===== config.mk =====
export PLATFORM = sky130hd
export DESIGN_NAME = ceirq_top
export DESIGN_NICKNAME = d
export VERILOG_FILES = /design/src/common/ceirq_pkg.sv /design/src/hw/ceirq_flag.sv /design/src/hw/ceirq_top.sv
export VERILOG_INCLUDE_DIRS = /design/src /design/src/common
export SDC_FILE = /design/constraint.sdc
export NUM_CORES = 1
export LEC_CHECK = 0
export BUFFER_PORTS_ARGS = -buffer_cell sky130_fd_sc_hd__buf_2
export CORE_MARGIN = 5
export CORE_UTILIZATION = 49
export CTS_BUF_LIST = sky130_fd_sc_hd__clkbuf_4 sky130_fd_sc_hd__clkbuf_8
export CTS_CLUSTER_SIZE = 40
export DETAILED_ROUTE_END_ITERATION = 12
export MAX_ROUTING_LAYER = met4
export PLACE_DENSITY = 0.95
export SYNTH_ARGS = -nofsm -noshare
export SYNTH_HDL_FRONTEND = slang
export SYNTH_SLANG_ARGS = --single-unit
export TNS_END_PERCENT = 1

===== constraint.sdc =====
create_clock -name sys_clk -period 4.3 [get_ports sys_clk]
set_input_delay 0.215 -clock sys_clk [delete_from_list [all_inputs] [get_ports sys_clk]]
set_output_delay 0.215 -clock sys_clk [all_outputs]
set_load 0.005 [all_outputs]

===== src/common/ceirq_consts.svh =====
// Constants for the clock event flag and interrupt enable block
`ifndef CEIRQ_CONSTS_SVH
`define CEIRQ_CONSTS_SVH

// ----------------------------------------------------------------------
// Widths
// ----------------------------------------------------------------------
`define CEIRQ_ADDR_W       12
`define CEIRQ_DATA_W       32
`define CEIRQ_NUM_EVT      6

// ----------------------------------------------------------------------
// Register byte offsets
// ----------------------------------------------------------------------
`define CEIRQ_OFS_HF_XTAL  12'h100
`define CEIRQ_OFS_LF_CLK   12'h104
`define CEIRQ_OFS_CAL_DONE 12'h10c
`define CEIRQ_OFS_CT_TMO   12'h110
`define CEIRQ_OFS_CT_STRT  12'h128
`define CEIRQ_OFS_CT_STOP  12'h12c
`define CEIRQ_OFS_IRQ_STAT 12'h300
`define CEIRQ_OFS_IEN_SET  12'h304
`define CEIRQ_OFS_IEN_CLR  12'h308

// ----------------------------------------------------------------------
// Event bit positions, shared by enable and status registers, and the bit of each flag register
// ----------------------------------------------------------------------
`define CEIRQ_BIT_HF_XTAL  0
`define CEIRQ_BIT_LF_CLK   1
`define CEIRQ_BIT_CAL_DONE 2
`define CEIRQ_BIT_CT_TMO   3
`define CEIRQ_BIT_CT_STRT  4
`define CEIRQ_BIT_CT_STOP  5
`define CEIRQ_BIT_FLAG     0

// ----------------------------------------------------------------------
// Reset values
// ----------------------------------------------------------------------
`define CEIRQ_RST_EVT      6'h00
`define CEIRQ_RST_FLAG     1'h0
`define CEIRQ_RST_DATA     32'h0000_0000

`endif


===== src/common/ceirq_pkg.sv =====
// Types for the clock event flag and interrupt enable block
`include "ceirq_consts.svh"

package ceirq_pkg;

  // Event vector, one bit per oscillator or calibration event
  typedef logic [`CEIRQ_NUM_EVT-1:0] ceirq_evt_t;

  // APB request as seen by the register decoder
  typedef struct packed {
    logic [`CEIRQ_ADDR_W-1:0] addr;
    logic                     write;
    logic [3:0]               strb;
    logic [`CEIRQ_DATA_W-1:0] wdata;
  } ceirq_req_s;

  // Registered APB answer
  typedef struct packed {
    logic                     ready;
    logic                     slverr;
    logic [`CEIRQ_DATA_W-1:0] rdata;
  } ceirq_rsp_s;

endpackage


===== src/hw/ceirq_flag.sv =====
// One event flag: set by hardware, written by software
`timescale 1ns/1ps
`include "ceirq_consts.svh"

module ceirq_flag (
  // Clock and reset
  input  wire logic sys_clk,
  input  wire logic arst_n,
  // Hardware event and software write
  input  wire logic evt_set,
  input  wire logic wr_en,
  input  wire logic wr_val,
  // Flag state
  output logic      flag
);

  logic flag_r;
  logic flag_nxt;

  // Event wins over a software write in the same cycle, so none is lost
  always_comb begin
    flag_nxt = flag_r;
    if (wr_en) begin
      flag_nxt = wr_val;
    end
    if (evt_set) begin
      flag_nxt = 1'b1;
    end
  end

  // Flag storage
  always_ff @(posedge sys_clk or negedge arst_n) begin
    if (!arst_n) begin
      flag_r <= `CEIRQ_RST_FLAG;
    end else begin
      flag_r <= flag_nxt;
    end
  end

  assign flag = flag_r;

endmodule // ceirq_flag


===== src/hw/ceirq_top.sv =====
// Clock controller event flags, interrupt enables and APB slave
//
// Functional notes
// Crystal started flag reads one once set
// Calibration done flag set on completion
// Timer started flag set on timer start
// Timer stopped flag set on timer stop
// Enable-set bit A enables, reads state
// Enable-set bit B enables clock-started irq
// Enable-set bit D enables timeout irq
// Enable-set bit F enables stopped irq
// Enable-clear register disables, reads same state
// Zero to enable-set ignored; zero clears flag
`timescale 1ns/1ps
`include "ceirq_consts.svh"

module ceirq_top (
  // Clock and reset
  input  wire logic                     sys_clk,
  input  wire logic                     arst_n,
  // APB slave
  input  wire logic                     psel,
  input  wire logic                     penable,
  input  wire logic                     pwrite,
  input  wire logic [`CEIRQ_ADDR_W-1:0] paddr,
  input  wire logic [3:0]               pstrb,
  input  wire logic [`CEIRQ_DATA_W-1:0] pwdata,
  output logic      [`CEIRQ_DATA_W-1:0] prdata,
  output logic                          pready,
  output logic                          pslverr,
  // Event pulses from oscillator and calibration logic, same clock
  input  wire logic                     hf_xtal_started,
  input  wire logic                     lf_clock_started,
  input  wire logic                     cal_done,
  input  wire logic                     cal_timer_timeout,
  input  wire logic                     cal_timer_started,
  input  wire logic                     cal_timer_stopped,
  // Interrupt
  output logic                          clk_irq
);

  // --------------------------------------------------------------------
  // Request capture
  // --------------------------------------------------------------------
  ceirq_pkg::ceirq_req_s req;
  ceirq_pkg::ceirq_rsp_s rsp_r;
  ceirq_pkg::ceirq_rsp_s rsp_nxt;
  ceirq_pkg::ceirq_evt_t evt;
  ceirq_pkg::ceirq_evt_t flags;
  ceirq_pkg::ceirq_evt_t flag_wr;
  ceirq_pkg::ceirq_evt_t ien_r;
  ceirq_pkg::ceirq_evt_t ien_nxt;
  ceirq_pkg::ceirq_evt_t stat_r;
  ceirq_pkg::ceirq_evt_t stat_nxt;
  logic                  irq_r;
  logic                  irq_nxt;
  logic                  setup;
  logic                  done;
  logic                  wr_done;
  logic                  wr_low;
  logic                  rd_stat;
  logic                  hit;
  logic [`CEIRQ_DATA_W-1:0] rd_val;

  // Bundle the bus fields so the decode sees one request
  assign req.addr  = paddr;
  assign req.write = pwrite;
  assign req.strb  = pstrb;
  assign req.wdata = pwdata;

  // Event vector in register bit order
  assign evt[`CEIRQ_BIT_HF_XTAL]  = hf_xtal_started;
  assign evt[`CEIRQ_BIT_LF_CLK]   = lf_clock_started;
  assign evt[`CEIRQ_BIT_CAL_DONE] = cal_done;
  assign evt[`CEIRQ_BIT_CT_TMO]   = cal_timer_timeout;
  assign evt[`CEIRQ_BIT_CT_STRT]  = cal_timer_started;
  assign evt[`CEIRQ_BIT_CT_STOP]  = cal_timer_stopped;

  // Phase decode: answer is built in setup, taken at the access edge
  assign setup   = psel & ~penable;
  assign done    = psel & penable & rsp_r.ready;
  assign wr_done = done & req.write & ~rsp_r.slverr;
  // All fields live in byte lane zero; other lanes carry nothing
  assign wr_low  = wr_done & req.strb[0];
  assign rd_stat = done & ~req.write & ~rsp_r.slverr &
                   (req.addr == `CEIRQ_OFS_IRQ_STAT);

  // --------------------------------------------------------------------
  // Read mux and address decode
  // --------------------------------------------------------------------
  // Flags read as one in bit zero, upper bits read zero
  always_comb begin
    rd_val = `CEIRQ_RST_DATA;
    hit    = 1'b1;
    case (req.addr)
      `CEIRQ_OFS_HF_XTAL: begin
        rd_val[`CEIRQ_BIT_FLAG] = flags[`CEIRQ_BIT_HF_XTAL];
      end
      `CEIRQ_OFS_LF_CLK: begin
        rd_val[`CEIRQ_BIT_FLAG] = flags[`CEIRQ_BIT_LF_CLK];
      end
      `CEIRQ_OFS_CAL_DONE: begin
        rd_val[`CEIRQ_BIT_FLAG] = flags[`CEIRQ_BIT_CAL_DONE];
      end
      `CEIRQ_OFS_CT_TMO: begin
        rd_val[`CEIRQ_BIT_FLAG] = flags[`CEIRQ_BIT_CT_TMO];
      end
      `CEIRQ_OFS_CT_STRT: begin
        rd_val[`CEIRQ_BIT_FLAG] = flags[`CEIRQ_BIT_CT_STRT];
      end
      `CEIRQ_OFS_CT_STOP: begin
        rd_val[`CEIRQ_BIT_FLAG] = flags[`CEIRQ_BIT_CT_STOP];
      end
      `CEIRQ_OFS_IRQ_STAT: begin
        rd_val[`CEIRQ_NUM_EVT-1:0] = stat_r;
      end
      // Both enable views show the same state
      `CEIRQ_OFS_IEN_SET, `CEIRQ_OFS_IEN_CLR: begin
        rd_val[`CEIRQ_NUM_EVT-1:0] = ien_r;
      end
      default: begin
        hit = 1'b0;
      end
    endcase
  end

  // --------------------------------------------------------------------
  // APB answer
  // --------------------------------------------------------------------
  // No wait state: read data and pready are both registered at the end of setup
  always_comb begin
    rsp_nxt        = rsp_r;
    rsp_nxt.ready  = setup;
    if (setup) begin
      rsp_nxt.slverr = ~hit;
      rsp_nxt.rdata  = req.write ? `CEIRQ_RST_DATA : rd_val;
    end
  end

  always_ff @(posedge sys_clk or negedge arst_n) begin
    if (!arst_n) begin
      rsp_r.ready  <= 1'b0;
      rsp_r.slverr <= 1'b0;
      rsp_r.rdata  <= `CEIRQ_RST_DATA;
    end else begin
      rsp_r <= rsp_nxt;
    end
  end

  assign prdata  = rsp_r.rdata;
  assign pready  = rsp_r.ready;
  assign pslverr = rsp_r.slverr;

  // --------------------------------------------------------------------
  // Event flags
  // --------------------------------------------------------------------
  // Software write of zero clears a flag, an event in that cycle wins
  assign flag_wr[`CEIRQ_BIT_HF_XTAL]  = wr_low &
                                        (req.addr == `CEIRQ_OFS_HF_XTAL);
  assign flag_wr[`CEIRQ_BIT_LF_CLK]   = wr_low &
                                        (req.addr == `CEIRQ_OFS_LF_CLK);
  assign flag_wr[`CEIRQ_BIT_CAL_DONE] = wr_low &
                                        (req.addr == `CEIRQ_OFS_CAL_DONE);
  assign flag_wr[`CEIRQ_BIT_CT_TMO]   = wr_low &
                                        (req.addr == `CEIRQ_OFS_CT_TMO);
  assign flag_wr[`CEIRQ_BIT_CT_STRT]  = wr_low &
                                        (req.addr == `CEIRQ_OFS_CT_STRT);
  assign flag_wr[`CEIRQ_BIT_CT_STOP]  = wr_low &
                                        (req.addr == `CEIRQ_OFS_CT_STOP);

  // One flag cell per event
  genvar gi;
  generate
    for (gi = 0; gi < `CEIRQ_NUM_EVT; gi++) begin : g_flag
      ceirq_flag u_flag (
        .sys_clk (sys_clk),
        .arst_n  (arst_n),
        .evt_set (evt[gi]),
        .wr_en   (flag_wr[gi]),
        .wr_val  (req.wdata[`CEIRQ_BIT_FLAG]),
        .flag    (flags[gi])
      );
    end
  endgenerate

  // --------------------------------------------------------------------
  // Interrupt enables, status and output
  // --------------------------------------------------------------------
  // Ones set or clear enables; zeros leave them alone
  always_comb begin
    ien_nxt = ien_r;
    if (wr_low && req.addr == `CEIRQ_OFS_IEN_SET) begin
      ien_nxt = ien_r | req.wdata[`CEIRQ_NUM_EVT-1:0];
    end
    if (wr_low && req.addr == `CEIRQ_OFS_IEN_CLR) begin
      ien_nxt = ien_r & ~req.wdata[`CEIRQ_NUM_EVT-1:0];
    end
  end

  // Read clears only the bits returned, so a late event stays pending
  always_comb begin
    stat_nxt = stat_r;
    if (rd_stat) begin
      stat_nxt = stat_r & ~rsp_r.rdata[`CEIRQ_NUM_EVT-1:0];
    end
    stat_nxt = stat_nxt | evt;
    irq_nxt  = |(stat_nxt & ien_nxt);
  end

  always_ff @(posedge sys_clk or negedge arst_n) begin
    if (!arst_n) begin
      ien_r  <= `CEIRQ_RST_EVT;
      stat_r <= `CEIRQ_RST_EVT;
      irq_r  <= 1'b0;
    end else begin
      ien_r  <= ien_nxt;
      stat_r <= stat_nxt;
      irq_r  <= irq_nxt;
    end
  end

  assign clk_irq = irq_r;

  logic wr_set;
  logic wr_clr;
  assign wr_set = wr_low && req.addr == `CEIRQ_OFS_IEN_SET;
  assign wr_clr = wr_low && req.addr == `CEIRQ_OFS_IEN_CLR;
endmodule // ceirq_top


==> results of run 1 <==
## how the worst max path moves through the flow
stage | end | slack, ns | depth (start not counted)
final | clk_irq$_DFF_PN0_ | 2.35 | 6
after CTS | clk_irq$_DFF_PN0_ | 2.33 | 6
after global placement | clk_irq$_DFF_PN0_ | 2.31 | 7
after detailed placement | clk_irq$_DFF_PN0_ | 2.26 | 7
after global routing | clk_irq$_DFF_PN0_ | 2.21 | 6
after floorplan | clk_irq$_DFF_PN0_ | 2.64 | 6
## per-stage QoR
stage                     utilization, %  hold WS, ns  power (mW)  area (um^2)
after floorplan                        -      -0.0806       0.302         1740
after global placement              53.8        0.233       0.312         1770
after global routing                55.0       0.0560       0.442         1810
after CTS                           55.0       0.0615       0.426         1810
final                               55.0       0.0638       0.425         1810
after detailed placement            53.8        0.244       0.314         1770
## report_power, final
part | internal [mW] | total (mW) | leakage [nW] | switching [mW]
clock | 0.0357 | 0.115 | 0.0139 | 0.0793
combinational | 0.0189 | 0.0536 | 0.497 | 0.0347
sequential | 0.256 | 0.257 | 0.311 | 0.00124
total | 0.310 | 0.425 | 0.822 | 0.115
## layer usage
layer | share of wire (%) | vias up | GRT usage (%)
met2 | 53 | 34 | 27.2
met1 | 41 | 643 | 20.1
li1 | - | 634 | -
met5 | 0 | - | -
met3 | 5.3 | 5 | 2.46
met4 | 0.89 | 0 | 4.47
## logic make-up (layout without fill, tap and decap cells)
kind of cell | count (synthesis) | count (layout) | synth area share, %
xor gates and xnor gates | 2 | 2 | 1.07
other | 1 | 26 | 0.228
AOI/OAI and AO/OA | 41 | 41 | 15.7
buffers and inverters | 37 | 49 | 14.6
DFF | 27 | 27 | 41.1
and+or+nand+nor | 55 | 55 | 23.0
muxes | 7 | 7 | 4.27
## registers in the layout (all words and copies together) (netlist names)
name and count:
stat_r 6, prdata 6, ien_r 6, g_flag.u_flag.flag 6, clk_irq 1, pslverr 1
pready 1
## cell type report
cell class / instances / area [um^2] / share of cell area [%]
Tap cell: 46 / 57.6 / 3.19
Inverter: 6 / 22.5 / 1.25
Multi-Input combinational cell: 131 / 821 / 45.4
Sequential cell: 27 / 676 / 37.4
Timing Repair Buffer: 39 / 200 / 11.1
Clock inverter: 1 / 7.51 / 0.416
Clock buffer: 3 / 22.5 / 1.25
## layout by cell type (no fill, tap or decap), types with 7 or more instances in the layout
cell     synthesis  routed
nor2_1           7       7
a31oi_1         10      10
o21ai_0         10      10
nand2_1         17      17
buf_2            3      38
a21oi_1          7       7
mux2i_1          7       7
a22oi_1          7       7
dfrtp_1         27      27
conb_1           1      26
## critical path: stages (launching register included)
cell	delay, ns
dfrtp_1	0.43
and4b_1	0.31
nand3_1	0.19
nor4_4	0.40
a21oi_1	0.15
a22oi_1	0.23
nand4_1	0.13
==> results.py, run 1 <==
metrics = {
    "cts": {
        "holdBufCountCts": 1,
        "cts.clk_slew.worst_paths_ns": 0.15,
        "cts_buffers": 3,
        "cts.sinks": 27,
        "cts_setup_buffers": 0,
        "cts.path.max_buffers": 2,
        "htreeDepth": 1,
        "cts.root.buffer_cell": "clkbuf_4",
        "cts_tree": "done",
        "clk_latency_ns": 0.34,
        "cts_resized": 0,
    },
    "logic_synthesis": {
        "synth_area_leaders": "dfrtp_1, buf_4, nor4_4",
        "synthFlopType": "dfrtp_1",
        "synth_area_mm2": 0.00164,
        "ys_top_cells_by_count": "dfrtp_1, buf_4, nand2_1",
        "synth_seq_cells": 27,
        "yosysWarnings": 0,
        "yosysTopAreaCell": "dfrtp_1",
        "ys_types": 41,
        "yosysTopAreaCellShare_pct": 41.1,
        "yosysSeqAreaShare_pct": 41.1,
        "post_synth.cell_area_avg_um2": 9.66,
        "synth-edff-count": 0,
        "synth.most_common_cell": "dfrtp_1",
        "syn_inst": 170,
        "async_reset_ff_share_pct": 100,
    },
    "worst_setup_path": {
        "start_kind": "flop",
        "ff2ff_setup_slack_ns": 2.35,
        "cp.arrival_ns": 2.17,
        "required_ns": 4.52,
        "worstReg2RegStart": "pslverr$_DFFE_PN0P_",
        "crit_type": "flop to flop",
        "path_max_fanout": 6,
        "r2r_end": "clk_irq$_DFF_PN0_",
        "end_kind": "flop",
        "startpoint": "pslverr$_DFFE_PN0P_",
        "r2r_cells": 6,
    },
    "sta": {
        "skew_ns": 0.00292,
        "setup-tns-final_ns": 0,
        "period_share_pct": 45.4,
        "hold_viol": 0,
        "grt_setup_unrepaired": "false",
        "setup_violations": 0,
        "fmax_ghz": 0.512,
        "finalWorstSetupSlack_ns": 2.35,
        "post-route-min-period_ns": 1.95,
        "slew_violations": 0,
        "relSlewSlack_pct": 44.7,
        "worst_slew_pin_slew_ns": 0.824,
    },
    "floorplan": {
        "dieArea_mm2": 0.00461,
        "die_h_um": 67.9,
        "rows": 21,
        "io_pins": 94,
        "core_area_mm2": 0.00328,
        "start_util_pct": 50.0,
        "dieWidth_um": 67.9,
    },
    "detailed_routing": {
        "ant_nets": 0,
        "drc": 0,
        "routedWlPerCell_um": 14.2,
        "routed_wl_um": 3600,
        "dr.pass1.iters": 4,
        "drtIter0Drc": 56,
        "via_count": 1316,
        "viasPerCell": 5.20,
    },
    "global_routing": {
        "grt_use_total_pct": 16.1,
        "antenna_found_initial": 0,
        "grt_pass1_vias": 1247,
        "grt_pass1_wl_um": 5490,
        "overflow": 0,
        "grt_max_degree": 28,
    },
    "layout": {
        "antennaDiodeCount": 0,
        "drive_gt1_share_pct": 24.2,
        "fillCellCount": 312,
        "layoutNonFillerInstCount": 253,
        "fin_nets": 267,
        "areaGrowthSynthToFinish_pct": 9.98,
    },
    "outcome": {
        "status": "complete, no violations",
    },
    "power_and_ir_drop": {
        "leakagePower_nw": 0.822,
        "irDropWorstVdd_uv": 81.1,
        "cellPowerDensity_mw_per_mm2": 235,
    },
    "place": {
        "post-place-cells": 248,
        "portBuffers": 38,
        "preCtsSetupSlack_ns": 2.26,
        "place_congestion": 0.848,
        "place_hpwl_um": 2900,
    },
    "run": {
        "max_cap_viol_count": 0,
    },
    "hold_path": {
        "holdPathEnd": "ien_r[1]$_DFF_PN0_",
        "min_path_type": "input port to flop",
        "hold_depth": 2,
        "min_from": "pwdata[1]",
    },
}
Note: power is estimated with default switching activity, not from simulation.
==> inputs of run 2 (changes only) <==
--- a/config.mk
+++ b/config.mk
@@ -6,14 +6,15 @@
 export SDC_FILE = /design/constraint.sdc
 export NUM_CORES = 1
 export LEC_CHECK = 0
+export ABC_AREA = 1
 export BUFFER_PORTS_ARGS = -buffer_cell sky130_fd_sc_hd__buf_2
 export CORE_MARGIN = 5
-export CORE_UTILIZATION = 49
+export CORE_UTILIZATION = 47
 export CTS_BUF_LIST = sky130_fd_sc_hd__clkbuf_4 sky130_fd_sc_hd__clkbuf_8
 export CTS_CLUSTER_SIZE = 40
 export DETAILED_ROUTE_END_ITERATION = 12
 export MAX_ROUTING_LAYER = met4
-export PLACE_DENSITY = 0.95
+export PLACE_DENSITY = 0.92
 export SYNTH_ARGS = -nofsm -noshare
 export SYNTH_HDL_FRONTEND = slang
 export SYNTH_SLANG_ARGS = --single-unit
==> constraint.sdc (replaced) <==
create_clock -name sys_clk -period 1.8 [get_ports sys_clk]
set_input_delay 0.09 -clock sys_clk [delete_from_list [all_inputs] [get_ports sys_clk]]
set_output_delay 0.09 -clock sys_clk [all_outputs]
set_load 0.005 [all_outputs]
==> run 2 against run 1 <==
Against the previous run:
- clock power grew to 3.2 times the previous value
- first-iteration DRC count is 54% higher
- critical path depth is 4 higher
- non-clock buffer count is 3 higher
- maximum frequency is 24% higher
- global-route usage is 0.53 points higher
- sequential share of layout area is 3.9 points lower
- largest power group unchanged
- highest routed layer unchanged
==> results.py, run 2 <==
metrics = {
    "outcome": {
        "status": "complete, no violations",
    },
    "logic_synthesis": {
        "syn_inst": 240,
        "synth.most_common_cell": "nand2_1",
        "synth-edff-count": 0,
        "ys_types": 26,
        "synth_seq_cells": 27,
        "post_synth.cell_area_avg_um2": 7.61,
        "yosysWarnings": 0,
        "synth_area_mm2": 0.00183,
        "synthFlopType": "dfrtp_1",
        "yosysTopAreaCellShare_pct": 37.0,
        "async_reset_ff_share_pct": 100,
        "yosysTopAreaCell": "dfrtp_1",
        "yosysSeqAreaShare_pct": 37.0,
        "synth_area_leaders": "dfrtp_1, buf_4, nand2_1",
        "ys_top_cells_by_count": "nand2_1, inv_1, dfrtp_1",
    },
    "floorplan": {
        "dieWidth_um": 72.3,
        "io_pins": 94,
        "dieArea_mm2": 0.00523,
        "core_area_mm2": 0.00372,
        "rows": 22,
        "start_util_pct": 49.1,
        "die_h_um": 72.3,
    },
    "worst_setup_path": {
        "cp.depth": 10,
        "worstPathCellList": "inv_2 -> nand3_1 -> nor2_1 -> inv_1 -> nor2_2 -> nand2_1 -> nand2_1 -> nor2_1 -> nor2_1 -> nand3_1",
        "required_ns": 1.97,
        "path_max_fanout": 9,
        "cpMostUsedCell": "nor2_1",
        "slowest_stage": "dfrtp_1",
        "end_kind": "flop",
        "r2r_cells": 10,
        "cp.arrival_ns": 1.75,
        "crit_buf_inv": 2,
        "crit_type": "flop to flop",
        "slowest_delay_ns": 0.39,
        "start_kind": "flop",
        "cp_top_family": "simple AND/OR/NAND/NOR gates",
    },
    "layout": {
        "antennaDiodeCount": 0,
        "final_cell_mix": "nand2_1, buf_2, inv_1",
        "utilization_pct": 54.3,
        "drive_gt1_share_pct": 24.6,
        "areaGrowthSynthToFinish_pct": 10.5,
        "final_design_area_no_fill_mm2": 0.00202,
        "mostFrequentLayoutCell": "nand2_1",
        "fillCellCount": 338,
        "fin_nets": 341,
    },
    "sta": {
        "skew_ns": 0.00212,
        "slew_violations": 0,
        "setup-tns-final_ns": 0,
        "worst_hold_slack_ns": 0.0286,
        "grt_setup_unrepaired": "false",
        "post-route-min-period_ns": 1.58,
        "relSlewSlack_pct": 60.5,
        "setup_violations": 0,
        "worst_slew_pin_slew_ns": 0.592,
        "hold_viol": 0,
        "fmax_ghz": 0.633,
        "period_share_pct": 87.7,
    },
    "global_routing": {
        "met1_usage_pct": 22.2,
        "antenna_found_initial": 0,
        "met3_usage_pct": 1.94,
        "grt_use_total_pct": 16.6,
        "grt_pass1_vias": 1529,
        "grt_pass1_wl_um": 6720,
        "overflow": 0,
        "grtUsageMet2_pct": 26.1,
        "grt_max_degree": 28,
        "busiest_layer": "met2",
    },
    "cts": {
        "htreeDepth": 1,
        "clk_latency_ns": 0.28,
        "cts.clk_slew.worst_paths_ns": 0.09,
        "cts_buffers": 3,
        "cts.sinks": 27,
        "cts_tree": "done",
        "cts.root.buffer_cell": "clkbuf_8",
        "cts.path.max_buffers": 2,
    },
    "detailed_routing": {
        "routedWlPerCell_um": 12.6,
        "ant_nets": 0,
        "routed_wl_um": 4150,
        "dr.pass1.iters": 4,
        "viasPerCell": 5.02,
        "via_count": 1652,
        "drc": 0,
        "drtIter0Drc": 86,
    },
    "hold_path": {
        "min_path_type": "input port to flop",
        "hold_depth": 3,
    },
    "place": {
        "place_hpwl_um": 3240,
        "place_congestion": 0.899,
        "placed_area_mm2": 0.00196,
        "portBuffers": 38,
    },
    "power_and_ir_drop": {
        "irDropWorstVdd_uv": 424,
        "cellPowerDensity_mw_per_mm2": 546,
        "leakagePower_nw": 0.961,
    },
    "run": {
        "max_cap_viol_count": 0,
    },
}
## run 2: cell types whose count changed in the layout (fill, tap and decap cells not counted), moves of 4 or more
| cell | change |
|---|---|
| o21ai_1 | +6 |
| nor2_4 | +4 |
| nor2_1 | +16 |
| nor4_4 | -4 |
| inv_1 | +24 |
| nand2_2 | +4 |
| nand2b_1 | -4 |
| nand3_1 | +14 |
| a31oi_1 | -10 |
| mux2i_1 | -7 |
| nand4_1 | +15 |
| o21ai_0 | -4 |
| nand2_1 | +27 |
| nor2_2 | +6 |
## run 2: metrics by stage
| stage | std cells | worst slack [ns] | total power [mW] |
|---|---|---|---|
| 2_1_floorplan | 265 | 0.468 | 0.721 |
| 3_3_place_gp | 324 | 0.250 | 0.745 |
| 3_5_place_dp | 324 | 0.227 | 0.748 |
| 4_1_cts | 329 | 0.219 | 1.10 |
| 5_1_grt | 329 | 0.0596 | 1.14 |
| 6_report | 329 | 0.221 | 1.10 |
## run 2: final timing paths
| check | start | end | slack, ns |
|---|---|---|---|
| max reg2reg | pslverr$_DFFE_PN0P_ | clk_irq$_DFF_PN0_ | 0.22 |
| max in group asynchronous | arst_n | prdata[2]$_DFFE_PN0P_ | 1.06 |
| min in group asynchronous | arst_n | ien_r[4]$_DFF_PN0_ | 0.34 |
| min | hf_xtal_started | g_flag[0].u_flag.flag$_DFFE_PN0P_ | 0.03 |
| min reg2reg | g_flag[5].u_flag.flag$_DFFE_PN0P_ | g_flag[5].u_flag.flag$_DFFE_PN0P_ | 0.50 |
| max | pslverr$_DFFE_PN0P_ | clk_irq$_DFF_PN0_ | 0.22 |
## run 2: where the power goes
| group | internal, mW | switching (mW) |
|---|---|---|
| clock | 0.174 | 0.189 |
| combinational | 0.0422 | 0.0848 |
| sequential | 0.610 | 0.00211 |
## run 2: area by class of cell
| type | instances | area (um^2) | area share, % |
|---|---|---|---|
| inverter | 32 | 120 | 5.96 |
| clock buffer | 4 | 48.8 | 2.42 |
| sequential | 27 | 676 | 33.5 |
| tap | 48 | 60.1 | 2.98 |
| timing repair buffer | 42 | 223 | 11.0 |
| multi-input combinational | 176 | 890 | 44.1 |
## run 2: logic make-up after synthesis
group / Yosys count / share of synthesized area (%)
flip-flops: 27 / 37.0
AO/OA/AOI/OAI: 30 / 9.53
other: 1 / 0.205
buffers and inverters: 62 / 19.4
AND/OR/NAND/NOR: 120 / 33.9
## run 2: metal layers
metal / up-vias / part of all wire [%]
li1: 803 / -
met1: 757 / 41
met2: 83 / 46
met3: 9 / 11
met4: 0 / 1.7
met5: - / 0
## run 2: what timing repair did
| action | in CTS | in global routing |
|---|---|---|
| setup endpoints to repair | 0 | 0 |
| hold endpoints to repair | 27 | 0 |
| buffers inserted | 0 | 0 |
| hold buffers | 1 | 0 |
| gates resized for setup | 0 | 0 |
## run 2: worst min-delay path, delay by kind of cell
kind	cells	cell delay, ns
compound gates	1	0.04
buf+inv	1	0.10
simple gates	1	0.04
